<file path="src/spo_pkg.sv">
`default_nettype none
package spo_pkg;

    // ----------------------------------------
    // Register addresses
    // ----------------------------------------
    localparam logic [7:0] SPO_ADDR_CTRL     = 8'hC0;
    localparam logic [7:0] SPO_ADDR_BUF      = 8'hC1;
    localparam logic [7:0] SPO_ADDR_IRQ_STAT = 8'hC2;
    localparam logic [7:0] SPO_ADDR_IRQ_MASK = 8'hC3;
    localparam logic [7:0] SPO_ADDR_CFG      = 8'hC4;

    // ----------------------------------------
    // Reset values and field positions
    // ----------------------------------------
    localparam logic [7:0] SPO_CTRL_RST       = 8'h00;
    localparam logic [7:0] SPO_BUF_RST        = 8'h00;
    localparam logic [1:0] SPO_IRQ_RST        = 2'h0;
    localparam logic       SPO_CFG_RST        = 1'b0;
    localparam int         SPO_IRQ_RX_POS     = 0;
    localparam int         SPO_IRQ_TX_POS     = 1;
    localparam int         SPO_CFG_DOUBLE_POS = 0;

    // ----------------------------------------
    // Timing counts, in system clocks, ticks and bits
    // ----------------------------------------
    localparam int SPO_SYNC_SLOW_CLKS = 12;
    localparam int SPO_SYNC_FAST_CLKS = 4;
    localparam int SPO_M2_SLOW_CLKS   = 64;
    localparam int SPO_M2_FAST_CLKS   = 32;
    localparam int SPO_TICKS_PER_BIT  = 16;
    localparam logic [3:0] SPO_SYNC_SLOW_LAST = 4'(SPO_SYNC_SLOW_CLKS - 1);
    localparam logic [3:0] SPO_SYNC_FAST_LAST = 4'(SPO_SYNC_FAST_CLKS - 1);
    localparam logic [3:0] SPO_SYNC_SLOW_RISE = 4'(SPO_SYNC_SLOW_CLKS / 2 - 1);
    localparam logic [3:0] SPO_SYNC_FAST_RISE = 4'(SPO_SYNC_FAST_CLKS / 2 - 1);
    localparam logic [1:0] SPO_M2_SLOW_PRE =
        2'(SPO_M2_SLOW_CLKS / SPO_TICKS_PER_BIT - 1);
    localparam logic [1:0] SPO_M2_FAST_PRE =
        2'(SPO_M2_FAST_CLKS / SPO_TICKS_PER_BIT - 1);
    localparam logic [3:0] SPO_TICK_LAST   = 4'(SPO_TICKS_PER_BIT - 1);
    localparam logic [3:0] SPO_SAMPLE_TICK = 4'(SPO_TICKS_PER_BIT / 2 - 1);
    localparam logic [3:0] SPO_FRAME10_LAST = 4'h9;
    localparam logic [3:0] SPO_FRAME11_LAST = 4'hA;
    localparam logic [3:0] SPO_RX_LAST      = 4'h8;
    localparam logic [3:0] SPO_SYNC_LAST    = 4'h7;

    // ----------------------------------------
    // Types
    // ----------------------------------------
    typedef struct packed {
        logic mode_select_bit_a;
        logic mode_select_bit_b;
        logic multiproc_or_rate_select;
        logic receive_enable;
        logic ninth_transmit_bit;
        logic ninth_receive_bit;
        logic transmit_done_flag;
        logic receive_done_flag;
    } spo_ctrl_s;

    typedef struct packed {
        logic [7:0] addr;
        logic [7:0] wdata;
        logic       write;
        logic       read;
    } spo_bus_req_s;

    typedef enum logic [1:0] {SPO_TX_IDLE, SPO_TX_ASYNC, SPO_TX_SYNC} spo_tx_state_e;
    typedef enum logic [1:0] {SPO_RX_IDLE, SPO_RX_START, SPO_RX_DATA, SPO_RX_SYNC} spo_rx_state_e;

    typedef struct packed {
        spo_ctrl_s     ctl;
        logic [7:0]    rx_buf;
        logic [1:0]    irq_stat;
        logic [1:0]    irq_mask;
        logic          dbl;
        logic [7:0]    rdata;
        logic          sync1;
        logic          sync2;
        logic          rxd_prev;
        logic [1:0]    pre_cnt;
        logic          ov_div;
        spo_tx_state_e tx_st;
        logic [10:0]   tx_shift;
        logic [3:0]    tx_bits;
        logic [3:0]    tx_tick;
        logic [3:0]    tx_clk;
        logic          txd;
        logic          rxd_out;
        logic          rxd_oe;
        spo_rx_state_e rx_st;
        logic [8:0]    rx_shift;
        logic [3:0]    rx_bits;
        logic [3:0]    rx_tick;
        logic [3:0]    rx_clk;
    } spo_state_s;

endpackage
`default_nettype wire

</file>
<file path="src/spo_serial_port.sv">
`timescale 1ns/1ns
`default_nettype none

// How it works
// - Mode bits pick sync 12/4-clock shift, 10-bit or 11-bit async frames.
// - Async frames carry one start bit, one stop bit, eight or nine data bits.
// - Modes 1 and 3 time their bits from Timer 1 overflow pulses.
// - Mode 2 bit lasts 64 clocks, or 32 with baud doubling set.
// - Multiprocessor filtering drops received frames whose ninth bit is zero.
// - Receive enable clear stops the receiver in every mode.
// - Receive enable set allows async reception, starts sync reception in mode 0.
// - Modes 2 and 3 send the ninth transmit bit field as ninth bit.
// - Modes 2 and 3 store the received ninth bit in its field.
// - Mode 1 without filtering stores the stop bit there; mode 0 leaves it.
// - Mode 0 sets transmit done when the eighth bit is shifted out.
// - Async modes set transmit done when the last data bit ends.
// - Mode 0 sets receive done when the eighth bit completes.
// - Mode 1 sets receive done after the stop bit sample, per filtering.
// - Modes 2 and 3 set receive done after the ninth bit sample.
// - One buffer address: writes feed transmit, reads return the receive buffer.
module spo_serial_port (
    input  wire logic                  clock,
    input  wire logic                  reset,
    input  wire spo_pkg::spo_bus_req_s bus_req,
    output logic [7:0]                 rdata,
    input  wire logic                  timer1_overflow,
    input  wire logic                  rxd_in,
    output logic                       rxd_out,
    output logic                       rxd_oe,
    output logic                       txd,
    output logic                       irq
);
    import spo_pkg::*;

    spo_state_s r;
    spo_state_s n;
    logic       mode_a;
    logic       mode_b;
    logic       mp;
    logic       mode0;
    logic       mode2;
    logic       wr_ctl;
    logic       wr_buf;
    logic       wr_cfg;
    logic       tx_start;
    logic       m2_tick;
    logic       t1_tick;
    logic       tick;
    logic       tx_done;
    logic       rx_done;
    logic [3:0] sync_last;
    logic [3:0] sync_rise;
    logic [3:0] frame_last;

    // ----------------------------------------
    // Decode of mode and bus strobes
    // ----------------------------------------
    assign mode_a    = r.ctl.mode_select_bit_a;
    assign mode_b    = r.ctl.mode_select_bit_b;
    assign mp        = r.ctl.multiproc_or_rate_select;
    assign mode0     = !mode_a && !mode_b;
    assign mode2     = mode_a && !mode_b;
    assign wr_ctl    = bus_req.write && (bus_req.addr == SPO_ADDR_CTRL);
    assign wr_buf    = bus_req.write && (bus_req.addr == SPO_ADDR_BUF);
    assign wr_cfg    = bus_req.write && (bus_req.addr == SPO_ADDR_CFG);
    assign tx_start  = wr_buf && (r.tx_st == SPO_TX_IDLE) && (r.rx_st != SPO_RX_SYNC);
    // Sync period: 12 clocks, or 4 with the rate select bit set
    assign sync_last = mp ? SPO_SYNC_FAST_LAST : SPO_SYNC_SLOW_LAST;
    assign sync_rise = mp ? SPO_SYNC_FAST_RISE : SPO_SYNC_SLOW_RISE;
    // Frame length: 10 bits in mode 1, 11 bits in modes 2 and 3
    assign frame_last = mode_a ? SPO_FRAME11_LAST : SPO_FRAME10_LAST;

    // ----------------------------------------
    // Next-state logic
    // ----------------------------------------
    always_comb begin
        n       = r;
        m2_tick = 1'b0;
        t1_tick = 1'b0;
        tick    = 1'b0;
        tx_done = 1'b0;
        rx_done = 1'b0;

        // Two-flop synchroniser, then edge history
        n.sync1    = rxd_in;
        n.sync2    = r.sync1;
        n.rxd_prev = r.sync2;

        // Sixteenth-bit ticks: fixed prescale in mode 2, Timer 1 otherwise
        if (r.pre_cnt >= (r.dbl ? SPO_M2_FAST_PRE : SPO_M2_SLOW_PRE)) begin
            n.pre_cnt = 2'h0;
            m2_tick   = 1'b1;
        end else begin
            n.pre_cnt = r.pre_cnt + 2'h1;
        end
        if (timer1_overflow) begin
            n.ov_div = ~r.ov_div;
        end
        t1_tick = timer1_overflow && (r.dbl || r.ov_div);
        tick    = mode2 ? m2_tick : t1_tick;

        // Register writes and one-cycle read data
        n.rdata = 8'h00;
        if (bus_req.read) begin
            unique case (bus_req.addr)
                SPO_ADDR_CTRL:     n.rdata = r.ctl;
                SPO_ADDR_BUF:      n.rdata = r.rx_buf;
                SPO_ADDR_IRQ_STAT: n.rdata = {6'h00, r.irq_stat};
                SPO_ADDR_IRQ_MASK: n.rdata = {6'h00, r.irq_mask};
                SPO_ADDR_CFG:      n.rdata = {7'h00, r.dbl};
                default:           n.rdata = 8'h00;
            endcase
        end
        if (wr_ctl) begin
            n.ctl = spo_ctrl_s'(bus_req.wdata);
        end
        if (bus_req.write && (bus_req.addr == SPO_ADDR_IRQ_STAT)) begin
            n.irq_stat = r.irq_stat & ~bus_req.wdata[1:0];
        end
        if (bus_req.write && (bus_req.addr == SPO_ADDR_IRQ_MASK)) begin
            n.irq_mask = bus_req.wdata[1:0];
        end
        if (wr_cfg) begin
            n.dbl = bus_req.wdata[SPO_CFG_DOUBLE_POS];
        end

        // Transmitter
        unique case (r.tx_st)
            SPO_TX_IDLE: begin
                if (tx_start && mode0) begin
                    n.tx_st    = SPO_TX_SYNC;
                    n.tx_shift = {3'h7, bus_req.wdata};
                    n.tx_bits  = 4'h0;
                    n.tx_clk   = 4'h0;
                    n.rxd_oe   = 1'b1;
                    n.rxd_out  = bus_req.wdata[0];
                    n.txd      = 1'b0;
                end else if (tx_start) begin
                    n.tx_st    = SPO_TX_ASYNC;
                    // Start bit, data, ninth bit or stop, stop
                    n.tx_shift = {1'b1, mode_a ? r.ctl.ninth_transmit_bit : 1'b1,
                                  bus_req.wdata, 1'b0};
                    n.tx_bits  = 4'h0;
                    n.tx_tick  = 4'h0;
                    n.txd      = 1'b0;
                end
            end
            SPO_TX_ASYNC: begin
                if (tick) begin
                    n.tx_tick = r.tx_tick + 4'h1;
                    if (r.tx_tick == SPO_TICK_LAST) begin
                        n.tx_bits  = r.tx_bits + 4'h1;
                        n.tx_shift = {1'b1, r.tx_shift[10:1]};
                        n.txd      = r.tx_shift[1];
                        if (r.tx_bits == frame_last - 4'h1) begin
                            tx_done = 1'b1;
                        end
                        if (r.tx_bits == frame_last) begin
                            n.tx_st = SPO_TX_IDLE;
                            n.txd   = 1'b1;
                        end
                    end
                end
            end
            SPO_TX_SYNC: begin
                n.tx_clk = r.tx_clk + 4'h1;
                if (r.tx_clk == sync_rise) begin
                    n.txd = 1'b1;
                end
                if (r.tx_clk == sync_last) begin
                    n.tx_clk   = 4'h0;
                    n.tx_bits  = r.tx_bits + 4'h1;
                    n.tx_shift = {1'b1, r.tx_shift[10:1]};
                    if (r.tx_bits == SPO_SYNC_LAST) begin
                        tx_done  = 1'b1;
                        n.tx_st  = SPO_TX_IDLE;
                        n.rxd_oe = 1'b0;
                        n.txd    = 1'b1;
                    end else begin
                        n.rxd_out = r.tx_shift[1];
                        n.txd     = 1'b0;
                    end
                end
            end
            default: n.tx_st = SPO_TX_IDLE;
        endcase

        // Receiver; disabled receive aborts any frame in progress
        if (!r.ctl.receive_enable) begin
            n.rx_st = SPO_RX_IDLE;
            if (r.rx_st == SPO_RX_SYNC) begin
                n.txd = 1'b1;
            end
        end else begin
            unique case (r.rx_st)
                SPO_RX_IDLE: begin
                    if (mode0) begin
                        if (!r.ctl.receive_done_flag && (r.tx_st == SPO_TX_IDLE) && !wr_buf) begin
                            n.rx_st   = SPO_RX_SYNC;
                            n.rx_clk  = 4'h0;
                            n.rx_bits = 4'h0;
                            n.txd     = 1'b0;
                        end
                    end else if (r.rxd_prev && !r.sync2) begin
                        n.rx_st   = SPO_RX_START;
                        n.rx_tick = 4'h0;
                    end
                end
                SPO_RX_START: begin
                    if (tick) begin
                        n.rx_tick = r.rx_tick + 4'h1;
                        if (r.rx_tick == SPO_SAMPLE_TICK) begin
                            // A high start sample is a glitch
                            n.rx_st   = r.sync2 ? SPO_RX_IDLE : SPO_RX_DATA;
                            n.rx_bits = 4'h0;
                        end
                    end
                end
                SPO_RX_DATA: begin
                    if (tick) begin
                        n.rx_tick = r.rx_tick + 4'h1;
                        if (r.rx_tick == SPO_SAMPLE_TICK) begin
                            n.rx_shift = {r.sync2, r.rx_shift[8:1]};
                            n.rx_bits  = r.rx_bits + 4'h1;
                            if (r.rx_bits == SPO_RX_LAST) begin
                                // Last sample: stop bit or ninth bit
                                n.rx_st = SPO_RX_IDLE;
                                if (!r.ctl.receive_done_flag && (!mp || r.sync2)) begin
                                    rx_done                 = 1'b1;
                                    n.rx_buf                = r.rx_shift[8:1];
                                    n.ctl.ninth_receive_bit = r.sync2;
                                end
                            end
                        end
                    end
                end
                SPO_RX_SYNC: begin
                    n.rx_clk = r.rx_clk + 4'h1;
                    if (r.rx_clk == sync_rise) begin
                        n.txd      = 1'b1;
                        n.rx_shift = {r.sync2, r.rx_shift[8:1]};
                    end
                    if (r.rx_clk == sync_last) begin
                        n.rx_clk  = 4'h0;
                        n.rx_bits = r.rx_bits + 4'h1;
                        if (r.rx_bits == SPO_SYNC_LAST) begin
                            rx_done  = 1'b1;
                            n.rx_buf = r.rx_shift[8:1];
                            n.rx_st  = SPO_RX_IDLE;
                        end else begin
                            n.txd = 1'b0;
                        end
                    end
                end
                default: n.rx_st = SPO_RX_IDLE;
            endcase
        end

        // Hardware set wins over a software clear in the same cycle
        if (tx_done) begin
            n.ctl.transmit_done_flag      = 1'b1;
            n.irq_stat[SPO_IRQ_TX_POS]    = 1'b1;
        end
        if (rx_done) begin
            n.ctl.receive_done_flag       = 1'b1;
            n.irq_stat[SPO_IRQ_RX_POS]    = 1'b1;
        end
    end

    // ----------------------------------------
    // State register
    // ----------------------------------------
    always_ff @(posedge clock) begin
        if (reset) begin
            r          <= '0;
            r.ctl      <= spo_ctrl_s'(SPO_CTRL_RST);
            r.rx_buf   <= SPO_BUF_RST;
            r.irq_stat <= SPO_IRQ_RST;
            r.irq_mask <= SPO_IRQ_RST;
            r.dbl      <= SPO_CFG_RST;
            r.sync1    <= 1'b1;
            r.sync2    <= 1'b1;
            r.rxd_prev <= 1'b1;
            r.txd      <= 1'b1;
            r.tx_st    <= SPO_TX_IDLE;
            r.rx_st    <= SPO_RX_IDLE;
        end else begin
            r <= n;
        end
    end

    // Outputs
    assign rdata   = r.rdata;
    assign txd     = r.txd;
    assign rxd_out = r.rxd_out;
    assign rxd_oe  = r.rxd_oe;
    assign irq     = |(r.irq_stat & r.irq_mask);
endmodule
`default_nettype wire

</file>
<file path="config.mk">
export PLATFORM = sky130hd
export DESIGN_NAME = spo_serial_port
export DESIGN_NICKNAME = d
export VERILOG_FILES = /design/src/spo_pkg.sv /design/src/spo_serial_port.sv
export SDC_FILE = /design/constraint.sdc
export NUM_CORES = 1
export LEC_CHECK = 0
export ABC_AREA = 0
export BUFFER_PORTS_ARGS = -buffer_cell sky130_fd_sc_hd__buf_2
export CAP_MARGIN = 0
export CORE_ASPECT_RATIO = 1.4
export CORE_UTILIZATION = 62
export CTS_BUF_LIST = sky130_fd_sc_hd__clkbuf_4 sky130_fd_sc_hd__clkbuf_8
export DETAILED_ROUTE_END_ITERATION = 7
export GPL_ROUTABILITY_DRIVEN = 0
export GPL_TIMING_DRIVEN = 0
export HOLD_SLACK_MARGIN = 0.02
export PLACE_DENSITY = 0.82
export REMOVE_ABC_BUFFERS = 1
export SETUP_SLACK_MARGIN = 0.2
export SLEW_MARGIN = 20
export SYNTH_ARGS = -nofsm -noshare
export SYNTH_HDL_FRONTEND = slang
export SYNTH_SLANG_ARGS = --single-unit
</file>
<file path="constraint.sdc">
create_clock -name clock -period 3.83 [get_ports clock]
set_clock_uncertainty 0.05 [all_clocks]
set_input_delay 0.5745 -clock clock [delete_from_list [all_inputs] [get_ports clock]]
set_output_delay 0.5745 -clock clock [all_outputs]
set_load 0.03 [all_outputs]
</file>
* After elaboration in Yosys (flattened, before gate mapping) *
Cells that the tools add are included.
Widths: inputs -> output; s select.

operators by class
  reductions and logical operators = 51
  bitwise logic cells = 6
  $lt $le $gt $ge = 1
  eq/ne operators = 47
  add/subtract/negate cells = 8
  muxes and demuxes = 99

operators with widths
  operator             count
  $mux 8               7
  $mux 17              3
  $pmux 15 s3          1
  $mux 21              2
  $eq 8x8->1 const B   5
  $mux 1               40
  $mux 4               10
  $pmux 8 s5           1
  $ne 2x2->1 const B   19
  $mux 2               15
  $add 4x1->4 const B  6
  $pmux 4 s2           3
  $mux 19              1
  $pmux 9 s2           1
  $eq 4x4->1           4
  $pmux 4 s4           1
  $pmux 8 s2           1
  $reduce_and 4->1     4
  $reduce_and 8->1     2
  $reduce_bool 2->1    8
  $logic_and 1x1->1    15
  $mux 15              1
  $eq 4x3->1 const B   3
  $pmux 4 s3           1
  other kinds (30)     58

word-level totals
  input port bits = 22
  flip-flop bits (word level) = 86
  word-level logic and storage cells = 244
  output and inout port bits = 12

* Depth between registers and ports, before layout *
  word-level depth = 12
  gate-level depth with buffers = 9
  mapped depth without buffers = 8

* Least setup slack after synthesis *
No wires, ideal clock.

  kind = register to register
  start point = reg r[49] (netlist name)
  end point = reg r[42] (netlist name)
  required time = 3.664 ns
  arrival time = 2.568 ns
  stages on the path, launching flop included = 10
  path buffers = 1
  setup slack = 1.096 ns
  library setup time = 0.116 ns
  path through = dfxtp_1 inv_1 ha_1 or4b_2 nor4_1 buf_2 mux2_2 mux2i_1 nor3_1 a31o_2

on the way
  cells in the longest elaborated chain, start to end = 6
  elaborated cells between the ends (all ways) = 14
  those cells by class = eq/ne (6); mux (2); reduce/logical (6)

ends and longest elaborated chain
  what                                                              RTL line                                       text
  from (decl)                                                       spo_serial_port.sv:35                          spo_state_s r;
  from (signal assigned)                                            spo_serial_port.sv:288                         r <= n;
  $logic_not 2->1                                                   spo_serial_port.sv:66, spo_serial_port.sv:128
  $logic_and 1x1->1 (2 in a row)                                    spo_serial_port.sv:66                          assign tx_start = wr_buf && (r.tx_st == SPO_TX_IDLE) && (r.rx_st != SPO_RX_SYNC);
  $logic_and 1x1->1                                                 spo_serial_port.sv:130                         if (tx_start && mode0) begin
  $ne 3x2->1 (no source line) or $mux 17 (tied branches)            n/a
  $reduce_and 5->1 (no source line) or $pmux 15 s3 (tied branches)  n/a

Parallel ways exist; a longest one is shown, timed or not.
A chain may end at the register's enable or synchronous reset.

* Worst setup path after layout *
  start point = reg r[21] (netlist name)
  end point = reg r[42] (netlist name)

on the way
  cells in the longest elaborated chain, start to end = 5
  elaborated cells between the ends (all ways) = 7
  those cells by class = eq/ne (2); mux (2); reduce/logical (3)

ends and longest elaborated chain
  what                                                              RTL line
  $ne 2x2->1 (*)                                                    spo_serial_port.sv:66
  $logic_and 1x1->1 (*)                                             spo_serial_port.sv:66
  $logic_and 1x1->1                                                 spo_serial_port.sv:130
  $ne 3x2->1 (no source line) or $mux 17 (tied branches)            n/a
  $reduce_and 5->1 (no source line) or $pmux 15 s3 (tied branches)  n/a

Mark *: on every way between the ends. The rest lies on a longest branch, timed or not.

==> results.ini <==
[setup_path]
crit_type = flop to flop
crit_slowest_cell = or4b_2
worstPathCellList = ha_1, or4b_2, nor4_2, buf_4, buf_2, mux2_2, mux2i_1, nor3_1, a31o_2
path_delay_family = simple AND/OR/NAND/NOR gates
cp.required_ps = 4040
critPathCaptureType = flop
cp-start-kind = flop
arrival_ps = 3410
slowest_delay_ps = 680
critical_path_buf_inv_count = 2
cp_max_fo = 15

[power_and_ir_drop]
p_per_area_nw_per_um2 = 333.5
peakVddDrop_mv = 0.2795
power.leakage_uw = 0.001890

[synthesis]
ys_top_cells_by_count = 84 x dfxtp_1, 56 x nor2_1, 42 x a21oi_1
yosysMostFrequentCell = dfxtp_1
synth-edff-count = 0
yosys.area.top_type_share = 0.3789
ys_seq_elements = 84
synth_area_leader_cell = dfxtp_1
synth.avg_cell_area_sq_um = 8.601
synth-main-ff-cell = dfxtp_1
synth-async-reset-ratio = 0
syn_inst = 516
yosys-top-cells-area = dfxtp_1 38%, mux2i_1 7.7%, ha_1 5.1%, a21oi_1 4.7%, nor2_1 4.7%
yosysSeqAreaShare = 0.3789
yosysUniqueCellTypes = 62
ys_warn_count = 0
syn_area_sq_um = 4438

[placed_design]
dp.cells = 615
post-dp-hpwl_mm = 6.922
place_area_sq_um = 4609
portBuffers = 33

[cts]
htree_levels = 3
clkSinkCount = 84
cts_setup_buffers = 0
cts-root-buf = clkbuf_8
cts_tree = yes
worstSkewPairLatency_ps = 370
hold_buffers = 0
clockBufferDepth = 2
cts_resized = 0
cts_buffers = 9
cts.clk_slew.worst_paths_ps = 80

[sta]
worst_pin_slew_ps = 809.3
slew_headroom = 0.4465
rsz0062_at_grt = no
slew_violations = 0
layout_min_cycle_time_ps = 3199
fin_crit_sh = 0.8352
finalSetupViolations = 0
max_freq_mhz = 312.6
final_hold_viol_count = 0

[job]
drv_cap = 0

[route]
routed_via_density = 6.021
drc = 0
drt_iter0_drc = 237
wl_mm = 9.641
firstDrtPassIters = 4
routedWlPerCell_microns = 15.30
vias = 3793
ant_nets = 0

[finish]
antennaDiodeCount = 0
stdcell_count = 630
fillers = 594
final_util = 0.6892
drive_above_1_share = 0.1626
finish.instance_area_sq_um = 4781
synthToLayoutAreaGrowth_pct = 7.725
final_nets = 571

[die]
design.die.area_sq_um = 7505
die_h_microns = 102.1
dieWidth_microns = 73.51
core_area_sq_um = 6937
start_util = 0.6398
num_rows = 36
pin_count = 34

[global_route]
grt_pass1_wl_mm = 15.49
antenna_found_initial = 0
grt.met1_usage = 0.3010
grt_use_met2 = 0.4742
grt_max_degree = 74
grt_overflow = 0
grt_pass1_vias = 3487
top_usage_layer = met2
use_met3 = 0.05621
grtUsageTotal = 0.2670

[hold_path]
min_path_type = input pin to flop

[outcome]
status = complete, no violations

==> final timing paths <==
kind              startpoint    end  slack [ps]  cells after the start
setup / recovery       r[21]  r[42]         630                      9
hold / removal        rxd_in  n[55]         360                      2
setup reg to reg       r[21]  r[42]         630                      9
hold reg to reg        n[55]  n[54]         400                      1
==> cells in the final DEF (no fill, tap or decap), types with 3 or more instances in the layout <==
cell type	count
mux2_2	9
nor2b_1	8
o21bai_1	3
or3b_2	3
nor3b_1	6
mux2i_1	34
clkbuf_8	9
clkinvlp_4	3
nand2b_1	3
and2_1	4
inv_1	20
nor3_1	13
xor2_1	4
or4_1	5
a31o_2	10
nand3_1	18
dfxtp_1	84
or2_2	5
or3_1	8
and3_1	3
nand4_1	4
nor2_1	56
a211o_1	3
ha_1	18
buf_4	4
nand3b_1	8
o21ai_0	21
and3b_1	3
buf_2	33
a21oi_1	42
a22oi_1	9
nand2_1	35
==> report_power, final <==
part | internal [uW] | switching (uW) | leakage [uW]
logic | 51.5 | 81.2 | 0.00113
registers | 887 | 10.5 | 0.000678
clock network | 241 | 324 | 0.0000780
==> registers in the layout (all words and copies together) (netlist names) <==
name     flops
r           68
txd          1
mp           1
rxd_out      1
n            2
mode_a       1
mode_b       1
rdata        8
rxd_oe       1
==> routing by layer <==
metal  part of all wire  vias up
li1                   -     1879
met1               0.42     1827
met2               0.53       72
met3              0.033       15
met4              0.018        0
met5                  0        -
==> final cells by class <==
class / instances / area [sq um] / area share
sequential: 84 / 1682 / 0.3517
inverter: 21 / 78.83 / 0.01649
clock inverter: 5 / 40.04 / 0.008375
clock buffer: 10 / 131.4 / 0.02748
timing repair buffer: 37 / 195.2 / 0.04083
multi-input combinational: 378 / 2535 / 0.5302
tap: 95 / 118.9 / 0.02486
==> through the flow <==
step                      power (uW)  hold slack (ps)  TNS [ps]  worst slack [ps]
after CTS                       1600            352.9         0             628.2
after global routing            1655            350.6         0             529.1
after floorplan                996.2            339.5         0             419.1
after global placement          1044            345.1     -5837            -517.6
after detailed placement        1049            377.3         0             509.8
final                           1594            360.3         0             631.1
==> cell families (layout without fill, tap and decap cells) <==
logic type               Yosys count  in the layout  synth area share
AO/OA/AOI/OAI                    113            113            0.1675
XOR/XNOR                           6              6           0.01184
adder cells (fa/ha/maj)           18             18           0.05075
buffers and inverters             54             73           0.05385
flip-flops                        84             84            0.3789
multiplexers                      43             43           0.09952
AND/OR/NAND/NOR                  198            198            0.2377
No activity file was read; power rests on OpenSTA's default activity.
